## src/rtl/flash_adc_pkg.sv

```systemverilog
package flash_adc_pkg;
  localparam int unsigned MAIN_LINES     = 7;
  localparam int unsigned LINES          = 8;
  localparam int unsigned CODE_W         = 3;
  localparam int unsigned WORD_W         = 4;
  localparam int unsigned OVR_POS        = 3;
  localparam logic [3:0]  WORD_RESET     = 4'h0;
  localparam logic [3:0]  WORD_OVERRANGE = 4'h8;
  localparam logic [3:0]  WORD_TOP_MAIN  = 4'h7;
  localparam int unsigned CODE_STATES    = 8;
  localparam int unsigned TRANSITIONS    = 7;
  typedef enum logic [0:0]
  {
    PH_COMPARE = 1'b0,
    PH_LATCHED = 1'b1
  } phase_t;
endpackage

```

## src/rtl/therm_if.sv

```systemverilog
interface therm_if;
  import flash_adc_pkg::*;
  logic [LINES-1:0]  lines;
  logic [WORD_W-1:0] word;
  logic              bubble;
  modport enc
  (
    input  lines,
    output word,
    output bubble
  );
  modport user
  (
    output lines,
    input  word,
    input  bubble
  );
endinterface

```

## src/rtl/therm_encoder.sv

```systemverilog
module therm_encoder
  import flash_adc_pkg::*;
(
  therm_if.enc t
);
  logic [LINES:1] a;
  always_comb
  begin
    a = t.lines;
  end
  always_comb
  begin
    t.word = WORD_RESET;
    if (a[8])
    begin
      t.word = WORD_OVERRANGE;
    end
    else
    begin
      t.word[2] = a[4];
      t.word[1] = a[6] | (a[2] & ~a[4]);
      t.word[0] = a[7] | (a[5] & ~a[6]) | (a[3] & ~a[4]) | (a[1] & ~a[2]);
    end
  end
  // a legal code never has a high line above a low one
  always_comb
  begin
    t.bubble = |(a[LINES:2] & ~a[LINES-1:1]);
  end
endmodule

```

## src/rtl/flash_adc_thermometer_decoder.sv

```systemverilog
// Functional notes
// inputs arrive as thermometer code, one more line high per step
// binary bits formed by fixed gate equations from comparator lines
// bit 1 is the msb, bit 3 the lsb of the three-bit result
// eighth comparator is overrange; all eight high gives word 1000
// all low gives 0000, each extra line adds one, up to 0111
// latch enable chooses compare or latched; latched output stays frozen
// n bits give 2^n codes separated by 2^n-1 transitions
// outside logic may join converters with overrange for more bits
// word and overrange registered on the edge ending compare phase
module flash_adc_thermometer_decoder
  import flash_adc_pkg::*;
(
  input  wire logic              core_clk,
  input  wire logic              reset,
  input  wire logic [LINES-1:0]  comp_lines,
  input  wire logic              latch_enable,
  output logic      [LINES-1:0]  held_lines,
  output logic                   latched,
  output logic      [CODE_W-1:0] code_bits,
  output logic                   overrange,
  output logic                   code_error,
  output logic                   result_valid
);
  // the gate equations only serve three code bits; line, state and word sizes that disagree with CODE_W are refused
  if (LINES != (1 << CODE_W) || MAIN_LINES != LINES - 1)
  begin : g_bad_lines
    $error("line count does not match code width");
  end
  if (CODE_STATES != (1 << CODE_W) || TRANSITIONS != CODE_STATES - 1)
  begin : g_bad_states
    $error("code states and transitions disagree");
  end
  if (WORD_W != CODE_W + 1 || OVR_POS != CODE_W)
  begin : g_bad_word
    $error("word must be the code plus one overrange bit");
  end
  //////////////////////////////////////////////////////////////////////////////
  phase_t            phase_q;
  phase_t            phase_d;
  logic [LINES-1:0]  hold_q;
  logic [LINES-1:0]  hold_d;
  logic [WORD_W-1:0] word_q;
  logic [WORD_W-1:0] word_d;
  logic              err_q;
  logic              err_d;
  logic              valid_q;
  logic              valid_d;
  logic              end_compare;
  therm_if           t ();
  // comparator hold: tracks while comparing, frozen while latched
  always_comb
  begin
    phase_d = latch_enable ? PH_LATCHED : PH_COMPARE;
    hold_d  = hold_q;
    unique case (phase_q)
      PH_COMPARE: hold_d = comp_lines;
      PH_LATCHED: hold_d = hold_q;
    endcase
  end
  always_comb
  begin
    end_compare = (phase_q == PH_COMPARE) && latch_enable;
  end
  //////////////////////////////////////////////////////////////////////////////
  // decode the live lines so the captured word matches the frozen lines
  always_comb
  begin
    t.lines = comp_lines;
  end
  therm_encoder u_enc
  (
    .t (t)
  );
  always_comb
  begin
    word_d  = word_q;
    err_d   = err_q;
    valid_d = valid_q;
    if (end_compare)
    begin
      word_d  = t.word;
      err_d   = t.bubble;
      valid_d = 1'b1;
    end
  end
  always_ff @(posedge core_clk or posedge reset)
  begin
    if (reset)
    begin
      phase_q <= PH_COMPARE;
      hold_q  <= '0;
      word_q  <= WORD_RESET;
      err_q   <= 1'b0;
      valid_q <= 1'b0;
    end
    else
    begin
      phase_q <= phase_d;
      hold_q  <= hold_d;
      word_q  <= word_d;
      err_q   <= err_d;
      valid_q <= valid_d;
    end
  end
  //////////////////////////////////////////////////////////////////////////////
  // overrange kept as a separate pin so two decoders can be cascaded
  always_comb
  begin
    held_lines   = hold_q;
    latched      = (phase_q == PH_LATCHED);
    code_bits    = word_q[CODE_W-1:0];
    overrange    = word_q[OVR_POS];
    code_error   = err_q;
    result_valid = valid_q;
  end
  //////////////////////////////////////////////////////////////////////////////
  // helpers used only by the checks below
  function automatic logic [WORD_W-1:0] ones_count(input logic [LINES-1:0] v);
    logic [WORD_W-1:0] n;
    n = '0;
    for (int i = 0; i < LINES; i++)
      n = n + WORD_W'(v[i]);
    return n;
  endfunction
  function automatic logic is_therm(input logic [LINES-1:0] v);
    return ((v + LINES'(1)) & v) == '0;
  endfunction
endmodule

```

## config.mk

```make
export PLATFORM = sky130hd
export DESIGN_NAME = flash_adc_thermometer_decoder
export DESIGN_NICKNAME = d
export VERILOG_FILES = /design/src/rtl/flash_adc_pkg.sv /design/src/rtl/therm_if.sv /design/src/rtl/therm_encoder.sv /design/src/rtl/flash_adc_thermometer_decoder.sv
export SDC_FILE = /design/constraint.sdc
export NUM_CORES = 1
export LEC_CHECK = 0
export BUFFER_PORTS_ARGS = -buffer_cell sky130_fd_sc_hd__buf_2
export CORE_MARGIN = 1
export CORE_UTILIZATION = 30
export DETAILED_ROUTE_END_ITERATION = 6
export GPL_TIMING_DRIVEN = 0
export SYNTH_ARGS = -nofsm -noshare
export SYNTH_HDL_FRONTEND = slang
export SYNTH_SLANG_ARGS = --single-unit
```

## constraint.sdc

```tcl
create_clock -name core_clk -period 1.3 [get_ports core_clk]
set_input_delay 0.26 -clock core_clk [delete_from_list [all_inputs] [get_ports core_clk]]
set_output_delay 0.26 -clock core_clk [all_outputs]
set_load 0.03 [all_outputs]
```

; After elaboration in Yosys (flattened, before gate mapping)
; Index checks and enable logic that the tools add are counted.
[word_totals]
regBits = 15
in_bits = 11
[op_classes]
muxes = 4
bitwise = 14
reduce_logical = 2
[op_table]
columns = cell, n
row1 = two-way mux 8 bit, 1
row2 = AND 7 bit, 1
row3 = NOT 7 bit, 1
row4 = OR reduction 7 bit, 1
row5 = AND 1 bit, 4
row6 = NOT 1 bit, 4
row7 = OR 1 bit, 4
row8 = two-way mux 3 bit, 1
row9 = two-way mux 1 bit, 2
row10 = logical AND 1 bit, 1

; Depth between registers and ports, before layout
[depth]
ltp_word = 6
mapped_depth = 4
mapped_depth_nobuf = 3

; Hierarchy
; Synthesis repeated with hierarchy kept, for this count alone.
[hier_totals]
hier_cells = 50
area_unflattened_um2 = 674.4
[modules_own_cells]
columns = module, cells_each, instances, area_per_inst_um2
row1 = flash_adc_thermometer_decoder, 33, 1, 586.8
row2 = therm_encoder, 17, 1, 87.6

; Least setup slack after synthesis
; OpenSTA, ideal clock, no wires.
[synth_timing]
kind = register -> register
start = register phase_q (netlist: latched)
end = register err_q (netlist: code_error)
path_stages_with_launch = 5
arrival_ns = 1.235
slack_ns = -0.070
path_cell_list = dfrtp_1 > nand2b_1 > buf_6 > a2111oi_4 > a32oi_1
[synth_between]
elab_chain_cells = 2
[synth_lines]
columns = item, line
row1 = "start, declared", flash_adc_thermometer_decoder.sv:39  ; phase_t phase_q;
row2 = "start signal, assigned", flash_adc_thermometer_decoder.sv:99  ; phase_q <= phase_d;
row3 = NOT 1 bit (no source line), n/a
row4 = logical AND 1 bit, flash_adc_thermometer_decoder.sv:63  ; end_compare = (phase_q == PH_COMPARE) && latch_enable;
row5 = "end signal, assigned", flash_adc_thermometer_decoder.sv:102  ; err_q <= err_d;
row6 = "end, declared", flash_adc_thermometer_decoder.sv:45  ; logic err_q;
; No other way between the ends.
; A chain may end at the register's enable or synchronous reset.

; Final worst setup path
; Ends and elaborated chain as after synthesis.

==> impl_metrics.yaml <==
sta:
  min_period_ns: 1.23
  drv_slew: 0
  finalHoldViolCount: 0
  clock_skew_ns: 0.00229
  timing.max_slew.rel_slack: 0.625
  fin_crit_sh: 0.947
  tns_ns: 0
  setup_violations: 0
  fmax_mhz: 812
  grt_setup_unrepaired: "false"
  worst_slew_pin_slew_ns: 0.561
  fin_ws_ns: 0.0686
clock_tree:
  ctsResizeCount: 0
  cts.clk_slew.worst_paths_ns: 0.08
  cts_tree: "built"
  cts_hold_buffers: 0
  clock_tree.root_cell: "clkbuf_4"
  cts_sinks: 15
  cts_setup_buffers: 0
  insertion_delay_ns: 0.28
  clock_path_buffers: 2
  cts_buffers: 3
  htree_levels: 1
floorplanning:
  initial_utilization: 0.323
  die_h_um: 48.4
  rows: 16
  dieArea_um2: 2350
  fp.dieW_um: 48.4
  boundaryPins: 26
  core_um2: 2000
layout:
  final_nets: 95
  nFillCells: 217
  multi_input_area_um2: 244
  antenna_cells: 0
  final_common_cell: "buf_2"
  layout.cells.most_common_list: "26 x buf_2, 14 x dfrtp_1, 8 x nand2_1"
  fin_cells: 110
  layout-drive-gt1-share: 0.482
  seq_area_um2: 377
  fin_util: 0.420
  syn2layout_area_growth_pct: 30.0
logic_synthesis:
  ys_seq_elements: 15
  synth_top_area_frac: 0.580
  synth_area_leader_cell: "dfrtp_1"
  syn-cell-area_um2: 647
  synthAdderAreaFrac: 0
  synth_compound_area_frac: 0.151
  synth_cells: 54
  netlist-cell-type-count: 15
  synth_xor_area_frac: 0
  ys_seq_area_frac: 0.580
  synth_top_family_by_area: "compound AO/OA/AOI/OAI gates"
  synth.area.top_cells: "dfrtp_1 58%, mux2_2 10%, nand2_1 4.6%, a2111oi_4 4.3%, o21ai_0 3.9%"
  syn_area_per_cell_um2: 12.0
  synthesis.nets: 65
  synth-simple-area-share: 0.110
  synthMuxAreaShare: 0.104
  yosysWarnings: 0
detailed_routing:
  wl_met1_um: 620
  num_vias: 505
  drt-pass1-iter-count: 4
  routed_via_density: 4.59
  ant_nets: 0
  drc_errors: 0
  route.met2.wl_um: 569
  wl_mm: 1.30
  avgRoutedWirePerCell_um: 11.8
  first_iter_violations: 3
  wl_met3_um: 77
  top_layer: "met4"
critical_path:
  critPathMaxFanout: 10
  crit_chain: "nand2b_4, buf_6, a2111oi_4, a32oi_1"
  worstSetupStartpoint: "latched$_DFF_PP0_"
  arrival_ns: 1.38
  cp.required_ns: 1.45
  max_stage_delay_ns: 0.43
  slowest_stage: "dfrtp_2"
  start_kind: "register"
  cp-end-kind: "register"
  worstSetupPathType: "register to register"
  r2r-start: "latched$_DFF_PP0_"
place:
  io_buffer_count: 25
  dp.cells: 106
  pre_cts_ws_ns: 0.0587
  gp_congestion: 0.691
global_route:
  grt_max_degree: 16
  grt_overflow: 0
  grt_pass1_vias: 473
  antenna_found_initial: 0
  grt_pass1_wl_mm: 2.17
  grt_usage: 0.129
flow_run:
  cap_violations: 0
power_and_ir_drop:
  p_leak_uw: 0.000405
  p_per_area_nw_per_um2: 1240
  ir_drop_mv: 0.640
min_path:
  min_path_type: "primary input to async pin"
outcome:
  status: "finished, final reports clean"
==> cell families (layout without fill, tap and decap cells) <==
logic type / count (synthesis) / in the layout
flops: 15 / 15
simple gates: 14 / 14
compound gates: 12 / 12
buf+inv: 7 / 36
mux: 6 / 6
==> worst max-delay path: cells and delay by family, from the launching register on <==
kind,cells,cell delay [ns]
flip-flops,1,0.43
AO/OA/AOI/OAI,2,0.40
AND/OR/NAND/NOR,1,0.14
buffers and inverters,1,0.14
==> state kept, by name, indices dropped and copies added, names as in the netlist <==
name,flops
latched,1
held_lines,8
word_q,4
result_valid,1
code_error,1
==> final timing paths <==
kind / cells past startpoint / slack (ns) / to
max: 4 / 0.07 / code_error$_DFFE_PP0P_
min: 2 / 0.02 / held_lines[3]$_DFFE_PP0N_
max reg2reg: 4 / 0.07 / code_error$_DFFE_PP0P_
min reg2reg: 1 / 0.48 / result_valid$_DFFE_PP0P_
max in group asynchronous: 2 / 0.88 / latched$_DFF_PP0_
min in group core_clk: 1 / 0.13 / latched$_DFF_PP0_
==> power by group <==
part,leakage [µW],total (µW),internal [µW],switching [µW]
Clock,0.0000150,260,119,141
Sequential,0.000174,530,509,20.4
Combinational,0.000216,250,85.1,164
Total,0.000405,1040,714,326
==> stage by stage <==
stage | area [µm²] | power [µW] | hold slack [ns]
CTS | 841 | 1060 | 0.0314
detailed placement | 815 | 793 | 0.347
floorplan | 656 | 705 | 0.161
global placement | 815 | 786 | 0.335
finish | 841 | 1040 | 0.0191
global route | 841 | 1110 | 0.0610
==> layout make-up <==
cell class,count,area share
inverters,5,0.0223
flip-flops and latches,15,0.448
repair buffers,25,0.149
plain buffers,2,0.0193
clock buffers,4,0.0313
multi-input cells,32,0.290
well taps,27,0.0402
==> layer usage <==
metal,up-vias,GRT usage
li1,241,-
met2,20,0.181
met1,238,0.165
met3,6,0.0440
met5,-,0
met4,0,0.0882
==> cell usage after synthesis (all sizes together) <==
library cell and n:
nor2b 3, nand2b 2, dfrtp 15, o31ai 3, nand2 8, inv 5, o21ai 5, and2b 1
a2111oi 2, buf 2, mux2 6, a32oi 1, a21oi 1
No activity file was read; power rests on OpenSTA's default activity.
